### config.mk
export PLATFORM = sky130hd
export DESIGN_NAME = lba_top
export DESIGN_NICKNAME = d
export VERILOG_FILES = /design/src/rtl/lba_pkg.sv /design/src/rtl/lba_tick.sv /design/src/rtl/lba_top.sv
export SDC_FILE = /design/constraint.sdc
export NUM_CORES = 1
export LEC_CHECK = 0
export ABC_CLOCK_PERIOD_IN_PS = 4820
export BUFFER_PORTS_ARGS = -buffer_cell sky130_fd_sc_hd__buf_4
export CAP_MARGIN = 20
export CORE_ASPECT_RATIO = 1.2
export CORE_MARGIN = 8
export CORE_UTILIZATION = 55
export CTS_CLUSTER_DIAMETER = 30
export DETAILED_ROUTE_END_ITERATION = 8
export PLACE_DENSITY = 0.87
export SKIP_CTS_REPAIR_TIMING = 1
export SYNTH_ARGS = -nofsm -noshare
export SYNTH_HDL_FRONTEND = slang
export SYNTH_SLANG_ARGS = --single-unit
### constraint.sdc
create_clock -name clk -period 4.82 [get_ports clk]
set_input_delay 0 -clock clk [delete_from_list [all_inputs] [get_ports clk]]
set_output_delay 0 -clock clk [all_outputs]
set_load 0.005 [all_outputs]
### src/rtl/lba_pkg.sv
`default_nettype none
package lba_pkg;
  // register map (index on the plain port, 8-bit address)
  localparam logic [7:0] LBA_OFF_UPPER = 8'h51;
  localparam logic [7:0] LBA_OFF_CAPACITY = 8'h52;
  localparam logic [7:0] LBA_OFF_CLEAR_LEVEL = 8'h50;
  localparam logic [7:0] LBA_OFF_DECAY = 8'h53;
  localparam logic [7:0] LBA_OFF_ACC = 8'h60;
  localparam logic [7:0] LBA_OFF_IRQ_STAT = 8'h61;
  localparam logic [7:0] LBA_OFF_IRQ_MASK = 8'h62;
  // reset values
  localparam logic [7:0] LBA_RST_CAPACITY = 8'h08;
  localparam logic [7:0] LBA_RST_CLEAR_LEVEL = 8'h04;
  localparam logic [7:0] LBA_RST_UPPER = 8'h06;
  localparam logic [1:0] LBA_RST_DECAY = 2'h1;
  localparam logic [1:0] LBA_RST_IRQ_MASK = 2'h0;
  // status / interrupt bit positions
  localparam int LBA_BIT_RAISE = 0;
  localparam int LBA_BIT_CLEAR = 1;
  // observation cycle timing
  localparam int LBA_CLK_MHZ = 100;
  localparam int LBA_CYCLE_MS = 128;
  localparam int LBA_CYCLE_CLKS = LBA_CYCLE_MS * 1000 * LBA_CLK_MHZ;
endpackage : lba_pkg
`default_nettype wire

### src/rtl/lba_tick.sv
`timescale 1ns/1ns
`default_nettype none
// free-running divider giving one pulse per observation cycle
module lba_tick #(
  parameter int CYCLE_CLKS = lba_pkg::LBA_CYCLE_CLKS
) (
  input wire logic clk,
  input wire logic rst_n,
  output logic tick
);
  logic [31:0] cnt_ff;

  // count up from zero, pulse in the last clock of each cycle
  always_ff @(posedge clk or negedge rst_n) begin
    if (!rst_n) begin
      cnt_ff <= 32'h0;
    end else if (cnt_ff == 32'(CYCLE_CLKS - 1)) begin
      cnt_ff <= 32'h0;
    end else begin
      cnt_ff <= cnt_ff + 32'h1;
    end
  end

  assign tick = (cnt_ff == 32'(CYCLE_CLKS - 1));
endmodule : lba_tick
`default_nettype wire

### src/rtl/lba_top.sv
// Operation
// RULE1 - The input is judged once per fixed 128 ms observation cycle.
// RULE2 - Each failed or erratic cycle adds one to the accumulator.
// RULE3 - Each run of 1, 2, 4 or 8 clean cycles, per the decay setting, subtracts one.
// RULE4 - An active alarm clears when the accumulator falls to the clear level.
// RULE5 - The accumulator never exceeds the bucket capacity; failures at the limit change nothing. A lowered capacity cuts the count only at the next tick.
// RULE6 - The alarm is raised at the upper threshold and held until the clear condition, giving hysteresis; raising also needs the count above clear level.
`timescale 1ns/1ns
`default_nettype none
module lba_top #(
  parameter int CYCLE_CLKS = lba_pkg::LBA_CYCLE_CLKS
) (
  input wire logic clk,
  input wire logic rst_n,
  input wire logic fail_seen,
  input wire logic [7:0] reg_addr,
  input wire logic [7:0] reg_wdata,
  input wire logic reg_wr,
  input wire logic reg_rd,
  output logic [7:0] reg_rdata,
  output logic alarm,
  output logic irq
);
  import lba_pkg::*;

  logic [7:0] capacity_ff;
  logic [7:0] clear_level_ff;
  logic [7:0] upper_ff;
  logic [1:0] decay_ff;
  logic [1:0] irq_mask_ff;
  logic [1:0] irq_stat_ff;
  logic [7:0] acc_ff;
  logic [7:0] nxt_acc;
  logic [3:0] clean_ff;
  logic [3:0] nxt_clean;
  logic [3:0] run_len;
  logic fail_latch_ff;
  logic alarm_ff;
  logic nxt_alarm;
  logic tick;
  logic raise_ev;
  logic clear_ev;

  // ==========================================================
  // observation cycle
  // ==========================================================
  // one tick per 128 ms cycle [RULE1]
  lba_tick #(.CYCLE_CLKS(CYCLE_CLKS)) u_tick (
    .clk(clk),
    .rst_n(rst_n),
    .tick(tick)
  );

  // a fail anywhere in the cycle marks the whole cycle, including at the tick [RULE1]
  always_ff @(posedge clk or negedge rst_n) begin
    if (!rst_n) begin
      fail_latch_ff <= 1'b0;
    end else if (tick) begin
      fail_latch_ff <= 1'b0;
    end else if (fail_seen) begin
      fail_latch_ff <= 1'b1;
    end
  end

  // ==========================================================
  // bucket
  // ==========================================================
  assign run_len = 4'h1 << decay_ff;

  // fill, leak and saturation decided at each tick
  always_comb begin
    nxt_acc = acc_ff;
    nxt_clean = clean_ff;
    if (tick) begin
      if (fail_latch_ff || fail_seen) begin
        nxt_clean = 4'h0; // a bad cycle breaks the clean run [RULE3]
        if (acc_ff < capacity_ff) begin
          nxt_acc = acc_ff + 8'h1; // [RULE2] [RULE5]
        end
      end else if (clean_ff + 4'h1 >= run_len) begin
        nxt_clean = 4'h0;
        if (acc_ff != 8'h0) begin
          nxt_acc = acc_ff - 8'h1; // [RULE3]
        end
      end else begin
        nxt_clean = clean_ff + 4'h1;
      end
      // capacity lowered below the count pulls it down [RULE5]
      if (nxt_acc > capacity_ff) begin
        nxt_acc = capacity_ff;
      end
    end
  end

  always_ff @(posedge clk or negedge rst_n) begin
    if (!rst_n) begin
      acc_ff <= 8'h0;
      clean_ff <= 4'h0;
    end else begin
      acc_ff <= nxt_acc;
      clean_ff <= nxt_clean;
    end
  end

  // ==========================================================
  // alarm with hysteresis
  // ==========================================================
  // clear takes priority; raising also needs the count above the clear level,
  // so a clear level at or above upper cannot make the alarm chatter each clock
  always_comb begin
    nxt_alarm = alarm_ff;
    if (alarm_ff && nxt_acc <= clear_level_ff) begin
      nxt_alarm = 1'b0; // [RULE4]
    end else if (!alarm_ff && nxt_acc >= upper_ff && nxt_acc > clear_level_ff) begin
      nxt_alarm = 1'b1; // [RULE6]
    end
  end

  always_ff @(posedge clk or negedge rst_n) begin
    if (!rst_n) begin
      alarm_ff <= 1'b0;
    end else begin
      alarm_ff <= nxt_alarm;
    end
  end

  assign alarm = alarm_ff;
  assign raise_ev = nxt_alarm && !alarm_ff;
  assign clear_ev = !nxt_alarm && alarm_ff;

  // ==========================================================
  // registers
  // ==========================================================
  // configuration writes
  always_ff @(posedge clk or negedge rst_n) begin
    if (!rst_n) begin
      capacity_ff <= LBA_RST_CAPACITY;
      clear_level_ff <= LBA_RST_CLEAR_LEVEL;
      upper_ff <= LBA_RST_UPPER;
      decay_ff <= LBA_RST_DECAY;
      irq_mask_ff <= LBA_RST_IRQ_MASK;
    end else if (reg_wr) begin
      if (reg_addr == LBA_OFF_CAPACITY) begin
        capacity_ff <= reg_wdata;
      end else if (reg_addr == LBA_OFF_CLEAR_LEVEL) begin
        clear_level_ff <= reg_wdata;
      end else if (reg_addr == LBA_OFF_UPPER) begin
        upper_ff <= reg_wdata;
      end else if (reg_addr == LBA_OFF_DECAY) begin
        decay_ff <= reg_wdata[1:0];
      end else if (reg_addr == LBA_OFF_IRQ_MASK) begin
        irq_mask_ff <= reg_wdata[1:0];
      end
    end
  end

  // sticky status, write one to clear; a new event wins over the clear
  always_ff @(posedge clk or negedge rst_n) begin
    if (!rst_n) begin
      irq_stat_ff <= 2'h0;
    end else begin
      for (int i = 0; i < 2; i++) begin
        if ((i == LBA_BIT_RAISE && raise_ev) || (i == LBA_BIT_CLEAR && clear_ev)) begin
          irq_stat_ff[i] <= 1'b1;
        end else if (reg_wr && reg_addr == LBA_OFF_IRQ_STAT && reg_wdata[i]) begin
          irq_stat_ff[i] <= 1'b0;
        end
      end
    end
  end

  assign irq = |(irq_stat_ff & irq_mask_ff);

  // read data valid only in the cycle after the strobe; unmapped reads zero
  always_ff @(posedge clk or negedge rst_n) begin
    if (!rst_n) begin
      reg_rdata <= 8'h0;
    end else if (!reg_rd) begin
      reg_rdata <= 8'h0;
    end else if (reg_addr == LBA_OFF_CAPACITY) begin
      reg_rdata <= capacity_ff;
    end else if (reg_addr == LBA_OFF_CLEAR_LEVEL) begin
      reg_rdata <= clear_level_ff;
    end else if (reg_addr == LBA_OFF_UPPER) begin
      reg_rdata <= upper_ff;
    end else if (reg_addr == LBA_OFF_DECAY) begin
      reg_rdata <= {6'h0, decay_ff};
    end else if (reg_addr == LBA_OFF_ACC) begin
      reg_rdata <= acc_ff;
    end else if (reg_addr == LBA_OFF_IRQ_STAT) begin
      reg_rdata <= {6'h0, irq_stat_ff};
    end else if (reg_addr == LBA_OFF_IRQ_MASK) begin
      reg_rdata <= {6'h0, irq_mask_ff};
    end else begin
      reg_rdata <= 8'h0;
    end
  end

  // ==========================================================
  // checks
  // ==========================================================
  a_acc_capped: assert property (@(posedge clk) disable iff (!rst_n) // [RULE5]
    tick |=> acc_ff <= $past(capacity_ff))
    else $error("accumulator above capacity");
  a_acc_fill: assert property (@(posedge clk) disable iff (!rst_n) // [RULE2]
    tick && fail_seen && acc_ff < capacity_ff && !(reg_wr && reg_addr == LBA_OFF_CAPACITY)
    |=> acc_ff == $past(acc_ff) + 8'h1)
    else $error("failed cycle did not fill");
  a_acc_quiet: assert property (@(posedge clk) disable iff (!rst_n) // [RULE1]
    !tick && !(reg_wr) |=> acc_ff == $past(acc_ff))
    else $error("accumulator moved between ticks");
  a_acc_leak: assert property (@(posedge clk) disable iff (!rst_n) // [RULE3]
    tick && !fail_seen && !fail_latch_ff && decay_ff == 2'h0 && acc_ff != 8'h0
    && acc_ff <= capacity_ff |=> acc_ff == $past(acc_ff) - 8'h1)
    else $error("clean cycle did not leak");
  a_alarm_clear: assert property (@(posedge clk) disable iff (!rst_n) // [RULE4]
    alarm_ff && nxt_acc <= clear_level_ff |=> !alarm_ff)
    else $error("alarm not cleared at clear level");
  a_alarm_raise: assert property (@(posedge clk) disable iff (!rst_n) // [RULE6]
    !alarm_ff && nxt_acc >= upper_ff && nxt_acc > clear_level_ff |=> alarm_ff)
    else $error("alarm not raised at upper level");
  a_stat_raise_kept: assert property (@(posedge clk) disable iff (!rst_n) // [RULE6]
    raise_ev |=> irq_stat_ff[LBA_BIT_RAISE])
    else $error("alarm raise not recorded in status");
endmodule : lba_top
`default_nettype wire

=== Yosys cells after proc, flatten, opt, wreduce, memory -nomap -nowiden ===
Cells that the tools add are included.

* Add/subtract/negate cells: 4
* Order comparisons: 6
* Eq/ne operators: 8
* Shift operators: 1
* Mux-type cells: 26
* Bitwise logic cells: 5
* Reductions and logical operators: 21

{| class="wikitable"
|+ Operator list
! kind !! number
|-
| $mux 8 || 13
|-
| $eq 8x7->1 const B || 7
|-
| $add 32x1->32 const B || 1
|-
| $eq 32x24->1 const B || 1
|-
| $mux 32 || 1
|-
| $gt 8x8->1 || 2
|-
| $add 8x1->8 const B || 1
|-
| $ge 8x8->1 || 1
|-
| $le 8x8->1 || 1
|-
| $logic_and 1x1->1 || 8
|-
| $lt 8x8->1 || 1
|-
| $mux 1 || 8
|-
| $mux 4 || 2
|-
| $reduce_bool 8->1 || 1
|-
| $sub 8x1->8 const B || 1
|-
| $reduce_and 6->1 || 1
|-
| $reduce_bool 2->1 || 3
|-
| $reduce_and 5->1 || 1
|-
| $add 4x1->4 const B || 1
|-
| $ge 4x4->1 || 1
|-
| $mux 2 || 2
|-
| $not 1->1 || 4
|-
| $reduce_and 4->1 || 1
|-
| $shl 1x2->4 const A || 1
|-
| other kinds (6) || 7
|}

* Register bits: 84
* Input port bits: 21

=== Logic depth before layout (Yosys ltp) ===
Gate-level depths: netlist (run 1).

* Depth after elaboration: 16
* Gate-level depth with buffers: 24
* Mapped depth without buffers: 23

=== Cells and area by module ===
A second synthesis (run 1) with hierarchy kept.

* Cells, all modules: 570
* Area, all modules: 5283.8 µm²

{| class="wikitable"
|+ By module, submodules not included
! module !! times used !! cells each !! area each (µm²) !! seq. area each (µm²)
|-
| lba_top || 1 || 422 || 3753.6 || 1307.5
|-
| lba_tick || 1 || 148 || 1530.2 || 800.8
|}

=== Least setup slack after synthesis (run 1) ===
OpenSTA, ideal clock, no wires.

* Path type: flip-flop to flip-flop
* Start: register clean_ff[0]
* End: register irq_stat_ff[0]
* Setup time: 122 ps
* Data arrival time: 4847 ps
* Slack: -148 ps
* Cell stages (with the launch flop): 23
* Buffers on the path: 1
* Period minus slack after synthesis: 4968 ps
* Path through: dfrtp_1 > ha_1 > xor2_1 > ha_1 > o21ai_0 > and2b_1 > nor3_1 > a211oi_1 > o21bai_1 > ha_1 > a21oi_1 > o211ai_1 > o31a_1 > and2_1 > clkbuf_1 > nor4b_1 > a211oi_1 > ha_1 > a2111oi_0 > nand2_1 > o21ai_0 > a31oi_1 > a32o_1

* Word-level cells in the longest chain between the ends: 15

{| class="wikitable"
|+ RTL lines
! element !! line !! RTL
|-
| from (decl) || lba_top.sv:34 || <nowiki>logic [3:0] clean_ff;</nowiki>
|-
| from (signal assigned) || lba_top.sv:101 || <nowiki>clean_ff <= nxt_clean;</nowiki>
|-
| $add 4x1->4 (*) || lba_top.sv:80 || <nowiki>end else if (clean_ff + 4'h1 >= run_len) begin</nowiki>
|-
| $ge 4x4->1 (*) || lba_top.sv:80 ||
|-
| $mux 8 (*) || lba_top.sv:80 ||
|-
| $mux 8 (*) || lba_top.sv:75 || <nowiki>if (fail_latch_ff || fail_seen) begin</nowiki>
|-
| $mux 8 (*) || lba_top.sv:74 || <nowiki>if (tick) begin</nowiki>
|-
| $gt 8x8->1 || lba_top.sv:89 || <nowiki>if (nxt_acc > capacity_ff) begin</nowiki>
|-
| $mux 8 (*) || lba_top.sv:89 ||
|-
| $mux 8 (*) || lba_top.sv:74 ||
|-
| via nxt_acc[7] || lba_top.sv:33 || <nowiki>logic [7:0] nxt_acc;</nowiki>
|-
| $ge 8x8->1 || lba_top.sv:114 || <nowiki>end else if (!alarm_ff && nxt_acc >= upper_ff && nxt_acc > clear_level_ff) begin</nowiki>
|-
| $logic_and 1x1->1 (2 in series) || lba_top.sv:114 ||
|-
| $mux 1 || lba_top.sv:114 ||
|-
| $mux 1 (*) || lba_top.sv:112 || <nowiki>if (alarm_ff && nxt_acc <= clear_level_ff) begin</nowiki>
|-
| $logic_and 1x1->1 (*) || lba_top.sv:128 || <nowiki>assign raise_ev = nxt_alarm && !alarm_ff;</nowiki>
|-
| $mux 1 or $reduce_bool 2->1 (tied branches) || -- ||
|-
| to (signal assigned) || lba_top.sv:160 || <nowiki>irq_stat_ff <= 2'h0;</nowiki>
|-
| to (signal, indexed assignment) || lba_top.sv:164 || <nowiki>irq_stat_ff[i] <= 1'b1;</nowiki>
|-
| to (signal, indexed assignment) || lba_top.sv:166 || <nowiki>irq_stat_ff[i] <= 1'b0;</nowiki>
|-
| to (decl) || lba_top.sv:31 || <nowiki>logic [1:0] irq_stat_ff;</nowiki>
|}

Mark *: on every way through the listed nets, which the timed path passes. The rest lies on a longest branch. The select of a mux whose other input is x is not followed.
A chain may end at the register's enable or synchronous reset.

=== Worst setup path in the final report (run 1) ===
* Start: register acc_ff[4]
* End: register irq_stat_ff[0]

* Word-level cells in the longest chain between the ends: 15

{| class="wikitable"
|+ RTL lines
! element !! line !! RTL
|-
| from (decl) || lba_top.sv:32 || <nowiki>logic [7:0] acc_ff;</nowiki>
|-
| from (signal assigned) || lba_top.sv:100 || <nowiki>acc_ff <= nxt_acc;</nowiki>
|-
| $sub 8x1->8 or $reduce_bool 8->1 (tied branches) || lba_top.sv:83, lba_top.sv:82 ||
|-
| $mux 8 || lba_top.sv:82 || <nowiki>if (acc_ff != 8'h0) begin</nowiki>
|-
| $mux 8 || lba_top.sv:80 ||
|-
| $mux 8 (*) || lba_top.sv:75 ||
|-
| $mux 8 (*) || lba_top.sv:74 ||
|-
| $gt 8x8->1 || lba_top.sv:89 ||
|-
| $mux 8 (*) || lba_top.sv:89 ||
|-
| $mux 8 (*) || lba_top.sv:74 ||
|-
| via nxt_acc[5] || lba_top.sv:33 ||
|-
| $ge 8x8->1 || lba_top.sv:114 ||
|-
| $logic_and 1x1->1 (2 in series) || lba_top.sv:114 ||
|-
| $mux 1 || lba_top.sv:114 ||
|-
| $mux 1 (*) || lba_top.sv:112 ||
|-
| $logic_and 1x1->1 (*) || lba_top.sv:128 ||
|-
| $mux 1 or $reduce_bool 2->1 (tied branches) || -- ||
|}

Marks and branches as above.

==> results of run 1 <==
## state kept, by name, indices dropped and copies added (netlist names)
| register | flops |
|---|---|
| acc_ff | 8 |
| alarm | 1 |
| capacity_ff | 8 |
| clean_ff | 4 |
| clear_level_ff | 8 |
| decay_ff | 2 |
| fail_latch_ff | 1 |
| irq_mask_ff | 2 |
| irq_stat_ff | 2 |
| reg_rdata | 8 |
| u_tick.cnt_ff | 32 |
| upper_ff | 8 |
## how the worst max path moves through the flow
stage / slack (ns) / end
finish: -0.005 / irq_stat_ff[0]
CTS: -0.28 / irq_stat_ff[0]
global route: -0.16 / irq_stat_ff[0]
floorplan: 0.02 / irq_stat_ff[0]
detailed placement: -0.25 / irq_stat_ff[0]
global placement: -0.20 / irq_stat_ff[0]
## cell usage in the layout, fill, tap and decap left out, drive strengths merged, types with 6 or more instances in the layout
cell type    instances
mux2                21
nor3                 8
clkbuf              13
nor4                 6
and3                10
nand3               27
nor2b                8
nand2               45
xor2                11
ha                  40
and2                 6
o221ai               8
dlygate4sd3         11
xnor2               19
a2bb2oi              7
nand2b               8
buf                 97
o21ai               27
a211oi               8
nand4               15
inv                 40
a21oi               29
dfrtp               79
nor2                38
## cell type report
class	instances	area, sq um
Clock buffer	13	260
Clock inverter	3	21.3
Fill cell	605	2490
Inverter	39	146
Multi-Input combinational cell	417	3390
Sequential cell	84	2110
Tap cell	123	154
Timing Repair Buffer	108	853
## metal layers
| layer | GRT usage | share of wire | vias up |
|---|---|---|---|
| li1 | - | - | 2243 |
| met5 | 0 | 0 | - |
| met2 | 0.392 | 0.51 | 264 |
| met3 | 0.0302 | 0.064 | 65 |
| met1 | 0.253 | 0.39 | 2497 |
| met4 | 0.107 | 0.038 | 0 |
## per-stage QoR
step	power (mW)	instances	area [sq um]	hold slack [ns]
6_report	1.57	787	6930	0.0719
5_1_grt	1.63	787	6930	0.0686
3_5_place_dp	0.880	750	6010	-0.0926
2_1_floorplan	0.809	559	5290	-0.296
3_3_place_gp	0.875	750	6010	-0.0993
4_1_cts	1.53	766	6290	-0.453
## worst reg2reg max path, delay by kind of cell, from the launching register on
kind	cells	cell delay, ns
DFF	1	0.40
and+or+nand+nor	6	1.68
adders and majority gates	2	0.56
buffers and inverters	2	0.34
AOI/OAI and AO/OA	9	1.70
## cell usage after synthesis, types with 7 or more instances
cell type   n
xor2_1     11
o221ai_1    8
xnor2_1    19
inv_1      39
ha_1       40
nor2_1     37
o21ai_0    26
clkbuf_1   15
mux2_2     21
nand2_1    45
a21oi_1    29
nand2b_1    8
nor2b_1     8
and3_1      8
nand3_1    27
a211oi_1    8
dfrtp_1    79
nor3_1      8
nand4_1    15
a2bb2oi_1   7
## report_power, final
part / switching (mW) / internal [mW] / total (mW)
combinational: 0.0930 / 0.0820 / 0.175
clock: 0.284 / 0.379 / 0.663
sequential: 0.0133 / 0.722 / 0.735
## logic make-up after synthesis
family | after synthesis | synth area share
flops | 84 | 0.399
compound gates | 122 | 0.157
buf+inv | 58 | 0.0443
xor+xnor | 30 | 0.0497
mux | 24 | 0.0504
fa+ha+maj | 40 | 0.0947
simple gates | 201 | 0.205
==> flow_summary.rst, run 1 <==
.. list-table::
   :header-rows: 1

   * - Metric
     - Value
   * - Count of endpoints failing hold in the final timing report
     - 0
   * - Core area
     - 0.00942 sq mm
   * - Share of cells above drive strength 1
     - 0.322
   * - Reg-to-reg critical path endpoint
     - irq_stat_ff[0]
   * - Number of violations reported at the end of detailed-routing iteration 0
     - 447
   * - LEAKAGE
     - 3.03 nW
   * - Y dimension of the die
     - 123 um
   * - DRC viols
     - 0
   * - Critical Path, Cell by Cell
     - or4_4 -> or4b_4 -> buf_4 -> a311oi_2 -> nor2_1 -> ha_1 -> nand3_2 -> a21oi_2 -> o31a_1 -> and2_4 -> a21oi_2 -> a22o_4 -> ha_4 -> a2111oi_4 -> buf_4 -> nand2_1 -> o21ai_2 -> a31oi_2 -> a32o_1
   * - Share of the core filled with cells in the final layout
     - 0.736
   * - Top delay family on crit path
     - compound AO/OA/AOI/OAI gates
   * - Layout-stage area growth over the synthesis result
     - 31.1%
   * - Worst-case setup slack after placement
     - -0.247 ns
   * - Final setup viols
     - 1
   * - Number of nets in the final layout
     - 720
   * - Number of enable flip-flop cells after synthesis
     - 0
   * - Hold path depth
     - 3
   * - Worst Hold Class
     - input port to flip-flop
   * - Placer's final routability congestion estimate
     - 0.972
   * - Count of state elements after synthesis
     - 84
   * - Post-route ant nets
     - 0
   * - Fraction of the cycle the final worst path needs
     - 1.00
   * - Maximum clock rate
     - between 200 and 250 MHz
   * - FF-to-FF setup slack
     - -0.005 ns
   * - TritonCTS buffer count
     - 9
   * - Clock Skew
     - approximately 0.0090 ns
   * - Launch point of the worst reg-to-reg path
     - acc_ff[4]
   * - Tot GR Track Use
     - 0.219
   * - Row cnt
     - 39
   * - Detail Placement HPWL
     - approximately 11,000 um
   * - Worst-case reg-to-reg path depth
     - 19
   * - Die footprint
     - 0.0130 sq mm
   * - Tightest slew margin relative to the limit
     - 0.316
   * - Starting density of the core
     - 0.561
   * - Tightest Pin Transition
     - 1.02 ns
   * - Peak per-stage delay on the critical path
     - 0.60 ns
   * - Worst path slowest cell
     - or4b_4
   * - Total power per unit cell area
     - 227 mW/mm^2
   * - Prevailing post-synth register cell
     - dfrtp_1
   * - Peak supply drop
     - roughly 0.32 mV
   * - Clock input transition at the sequential cells of the worst setup and hold paths
     - roughly 0.070 ns
   * - Synth top area share
     - 0.374
   * - Post-synthesis sequential area ratio
     - 0.399
   * - Total I/O pin count
     - 31
   * - Total of buffers placed on input and output ports
     - 30
   * - Via-per-instance ratio
     - 6.44
   * - CP required
     - between 5 and 6 ns
   * - Largest net degree at the start of global routing
     - between 60 and 70
   * - CP endpoint kind
     - flip-flop
   * - Number of inserted diodes
     - 0
   * - Result of the run
     - finished, violations left
   * - Crit path buf inv count
     - 2
   * - Setup crit start
     - acc_ff[4]
   * - Mapped Avg Cell Area
     - 9.45 sq um
   * - Data arrival time of the critical path
     - between 5 and 6 ns
   * - Tmin final
     - 4.82 ns
   * - Crit Path Category
     - flip-flop to flip-flop
   * - Routed Wire Length
     - 16,200 um
   * - Cell count along the critical path
     - 19
   * - Cell Area, Synth
     - 0.00529 sq mm
   * - Initial antenna violation count
     - 0
   * - Post-synthesis cell count
     - ~560
   * - Count of different cell masters after synthesis
     - 67
   * - Final Max Tran Viols
     - 0
   * - Chip width
     - 105 um
   * - Top post-synthesis cells by area
     - dfrtp_1 37%, ha_1 9.5%, mux2_2 4.5%, nand2_1 3.2%, xnor2_1 3.1%
   * - Failing checks
     - negative setup slack
   * - Total grt overflow
     - 0
   * - CTS Root Buffer Type
     - clkbuf_16
   * - Vias in the first global route
     - 4,759
   * - Worst hold path endpoint
     - irq_stat_ff[0]
   * - Max-cap violations
     - 0
   * - Async set-reset flop share out of synthesis
     - 1.00
   * - Total number of vias
     - between 5,000 and 6,000
   * - Setup ws final
     - -0.00494 ns
   * - Number of warnings issued by yosys
     - 0
   * - Detailed-route wire length per cell
     - between 20 and 25 um
   * - Latest clock arrival within the worst-skew pair
     - ~0.35 ns
   * - H-tree lvl count
     - 3
   * - Worst setup SP type
     - flip-flop
   * - Leading area contributor after synthesis
     - dfrtp_1
   * - Setup total negative slack
     - -0.00494 ns
   * - Router iterations before antenna repair
     - 5
   * - Clock tree from TritonCTS
     - built
   * - Total nets after synthesis
     - 620
   * - Clock tree sinks
     - 84
   * - Wire length of the first global-routing pass
     - 22,900 um
   * - Min-Delay Startpoint
     - reg_wr
   * - CTS max path bufs
     - 2
   * - Setup repair after global routing missed its margin
     - yes
   * - Critical path fanouts, max
     - 7
Note: power is estimated with default switching activity, not from simulation.
==> inputs of run 2 (changes only) <==
--- a/config.mk
+++ b/config.mk
@@ -14,6 +14,7 @@
 export CTS_CLUSTER_DIAMETER = 30
 export DETAILED_ROUTE_END_ITERATION = 8
 export PLACE_DENSITY = 0.87
+export RECOVER_POWER = 50
 export SKIP_CTS_REPAIR_TIMING = 1
 export SYNTH_ARGS = -nofsm -noshare
 export SYNTH_HDL_FRONTEND = slang
==> run 2 against run 1 <==
  * The run still ends with negative setup slack left
  * Register-to-register slack about the same
  * Global-route usage did not move
  * First-iteration DRC count is 4.9% lower
  * Cell area decreased by 0.22%
  * Via count decreased by 0.47%
  * Setup slack gained 0.0014 ns
  * Fmax about the same
  * Core utilization fell by 0.16 points
  * Cell count stayed put
  * Flip-flop and latch count did not move
  * Critical endpoint unchanged
  * Largest cell class unchanged
  * Largest power group unchanged
==> flow_summary.rst, run 2 (synthesized netlist as in run 1, its figures left out) <==
.. list-table::
   :header-rows: 1

   * - Metric
     - Value
   * - Largest net degree at the start of global routing
     - 64 (unchanged)
   * - Total I/O pin count
     - 31 (unchanged)
   * - Final setup viols
     - 1 (unchanged)
   * - Crit path buf inv count
     - 2 (unchanged)
   * - Total net switching power
     - 0.391 mW (+0.11%)
   * - Layout-stage area growth over the synthesis result
     - 30.8%
   * - Crit Path Category
     - flip-flop to flip-flop
   * - Vias in the first global route
     - 4,759 (unchanged)
   * - Sequential cell fraction of total power
     - 0.467 (about the same)
   * - Clock tree sinks
     - 84 (unchanged)
   * - CTS Root Buffer Type
     - clkbuf_16
   * - Chip width
     - 105 um (unchanged)
   * - Worst-case setup slack after placement
     - -0.247 ns (unchanged)
   * - Tmin final
     - 4.82 ns (-0.00142 ns)
   * - Leading cell type in the layout, fill and taps excluded
     - buf_4
   * - Peak per-stage delay on the critical path
     - 0.60 ns (about the same)
   * - Result of the run
     - finished, violations left
   * - Detailed-route wire length per cell
     - 20.5 um (-0.43%)
   * - Clock Skew
     - 0.00756 ns (-0.00141 ns)
   * - Clock input transition at the sequential cells of the worst setup and hold paths
     - 0.07 ns (about the same)
   * - Number of violations reported at the end of detailed-routing iteration 0
     - 425 (-4.9%)
   * - Peak supply drop
     - 0.323 mV (about the same)
   * - CP required
     - 5.05 ns (about the same)
   * - Max-cap violations
     - 0 (unchanged)
   * - DRC viols
     - 0 (unchanged)
   * - Share of the core filled with cells in the final layout
     - 0.734 (-0.00159)
   * - Worst setup SP type
     - flip-flop
   * - Comb pwr share
     - 0.111 (about the same)
   * - Share of cells above drive strength 1
     - 0.316 (-0.00602)
   * - Fraction of the cycle the final worst path needs
     - 1.00 (about the same)
   * - Setup ws final
     - -0.00353 ns (+0.00142 ns)
   * - Critical path fanouts, max
     - 7 (unchanged)
   * - Tightest Pin Transition
     - 1.23 ns (+0.211 ns)
   * - Final Max Tran Viols
     - 0 (unchanged)
   * - Total power per unit cell area
     - 228 mW/mm^2 (+0.22%)
   * - Top delay family on crit path
     - compound AO/OA/AOI/OAI gates
   * - Count of endpoints failing hold in the final timing report
     - 0 (unchanged)
   * - Worst path slowest cell
     - or4b_4
   * - Tightest slew margin relative to the limit
     - 0.181 (-0.135)
   * - Y dimension of the die
     - 123 um (unchanged)
   * - Placer's final routability congestion estimate
     - 0.972 (unchanged)
   * - Instance area after placement
     - 0.00601 sq mm (unchanged)
   * - Failing checks
     - negative setup slack
   * - Data arrival time of the critical path
     - 5.05 ns (about the same)
   * - H-tree lvl count
     - 3 (unchanged)
   * - Clock tree from TritonCTS
     - built
   * - Initial antenna violation count
     - 0 (unchanged)
   * - Critical Path, Cell by Cell
     - or4_4 -> or4b_4 -> buf_4 -> a311oi_2 -> nor2_1 -> ha_1 -> nand3_2 -> a21oi_2 -> o31a_1 -> and2_4 -> a21oi_2 -> a22o_4 -> ha_4 -> a2111oi_4 -> buf_4 -> nand2_1 -> o21ai_2 -> a31oi_2 -> a32o_1
   * - Clk network pwr share
     - 0.422 (about the same)
   * - Pint
     - 1.18 mW (about the same)
   * - Starting density of the core
     - 0.561 (unchanged)
   * - Total of buffers placed on input and output ports
     - 30 (unchanged)
   * - LEAKAGE
     - 3.01 nW (-0.64%)
   * - Router iterations before antenna repair
     - 6 (+1)
   * - CP endpoint kind
     - flip-flop
   * - Commonest cells after routing, fill and taps aside
     - 84 x buf_4, 79 x dfrtp_1, 43 x nand2_1, 39 x inv_1, 34 x nor2_1
   * - Detail Placement HPWL
     - 10,600 um (unchanged)
   * - Finished Cell Area
     - 0.00692 sq mm (-0.22%)
   * - Maximum clock rate
     - 207 MHz (about the same)
   * - Setup repair after global routing missed its margin
     - yes
   * - Total number of vias
     - 5,045 (-0.47%)
   * - Row cnt
     - 39 (unchanged)
   * - Latest clock arrival within the worst-skew pair
     - 0.34 ns (about the same)
   * - Post-route ant nets
     - 0 (unchanged)
   * - TritonCTS buffer count
     - 9 (unchanged)
   * - Number of inserted diodes
     - 0 (unchanged)
   * - Number of nets in the final layout
     - 720 (unchanged)
   * - Power Total
     - 1.57 mW (about the same)
   * - Via-per-instance ratio
     - 6.41 (-0.47%)
   * - Total grt overflow
     - 0 (unchanged)
   * - Core area
     - 0.00942 sq mm (unchanged)
   * - Switching portion of total power
     - 0.249 (+0.000268)
   * - Number of flip-flops in the largest register
     - 32 (unchanged)
   * - CTS max path bufs
     - 2 (unchanged)
   * - Worst Hold Class
     - input port to flip-flop
   * - Wire length of the first global-routing pass
     - 22,900 um (unchanged)
   * - Routed Wire Length
     - 16,100 um (-0.43%)
   * - Tot GR Track Use
     - 0.219 (unchanged)
   * - Die footprint
     - 0.0130 sq mm (unchanged)
   * - Biggest register
     - u_tick.cnt_ff
## run 2: changes by cell type in the layout (fill, tap and decap cells not counted), sizes merged
cell	delta
buf	-9
clkbuf	+9
## run 2: final cells by class
cell class                 instances  area, sq um
inverter                          39          146
clock inverter                     3         21.3
timing repair buffer             108          838
clock buffer                      13          260
sequential                        84         2110
fill                             609         2500
tap                              123          154
multi-input combinational        417         3390
## run 2: worst register-to-register path, stage by stage, from the launching register on
cell	delay, ns
dfrtp_1	0.40
or4_4	0.56
or4b_4	0.60
buf_4	0.17
a311oi_2	0.26
nor2_1	0.11
ha_1	0.30
nand3_2	0.11
a21oi_2	0.14
o31a_1	0.24
and2_4	0.24
a21oi_2	0.07
a22o_4	0.28
ha_4	0.26
a2111oi_4	0.35
buf_4	0.17
nand2_1	0.06
o21ai_2	0.07
a31oi_2	0.06
a32o_1	0.23
## run 2: power by group through the flow
stage | sequential [mW] | combinational, mW | clock, mW
6_report | 0.735 | 0.175 | 0.663
5_1_grt | 0.736 | 0.188 | 0.703
4_1_cts | 0.734 | 0.135 | 0.664
3_5_place_dp | 0.746 | 0.133 | 0
3_3_place_gp | 0.745 | 0.129 | 0
2_1_floorplan | 0.743 | 0.0665 | 0
## run 2: path summary, 6_finish.rpt
kind / start / to / slack [ns] / cells after the start
min in group asynchronous: rst_n / u_tick.cnt_ff[26] / 0.44 / 2
max in group asynchronous: rst_n / acc_ff[1] / 2.96 / 3
worst min register to register: u_tick.cnt_ff[31] / u_tick.cnt_ff[31] / 0.48 / 1
worst max-delay path: acc_ff[4] / irq_stat_ff[0] / -0.004 / 19
worst min-delay path: reg_wr / irq_stat_ff[0] / 0.08 / 3
worst max register to register: acc_ff[4] / irq_stat_ff[0] / -0.004 / 19
## run 2: through the flow
stage	instances	hold WS, ns	TNS (ns)
after floorplan	559	-0.296	0
after global placement	750	-0.0993	-0.393
after detailed placement	750	-0.0926	-0.515
after CTS	766	-0.453	-0.664
after global routing	787	0.0686	-0.378
final	787	0.0842	-0.00353
## run 2: per-layer routing
| layer | wire, um | share of wire | vias up | global-route usage |
|---|---|---|---|---|
| met5 | 0 | 0 | - | 0 |
| met4 | 527 | 0.033 | 0 | 0.107 |
| met1 | 6210 | 0.38 | 2487 | 0.253 |
| li1 | - | - | 2247 | - |
| met3 | 1090 | 0.068 | 61 | 0.0302 |
| met2 | 8320 | 0.52 | 250 | 0.392 |
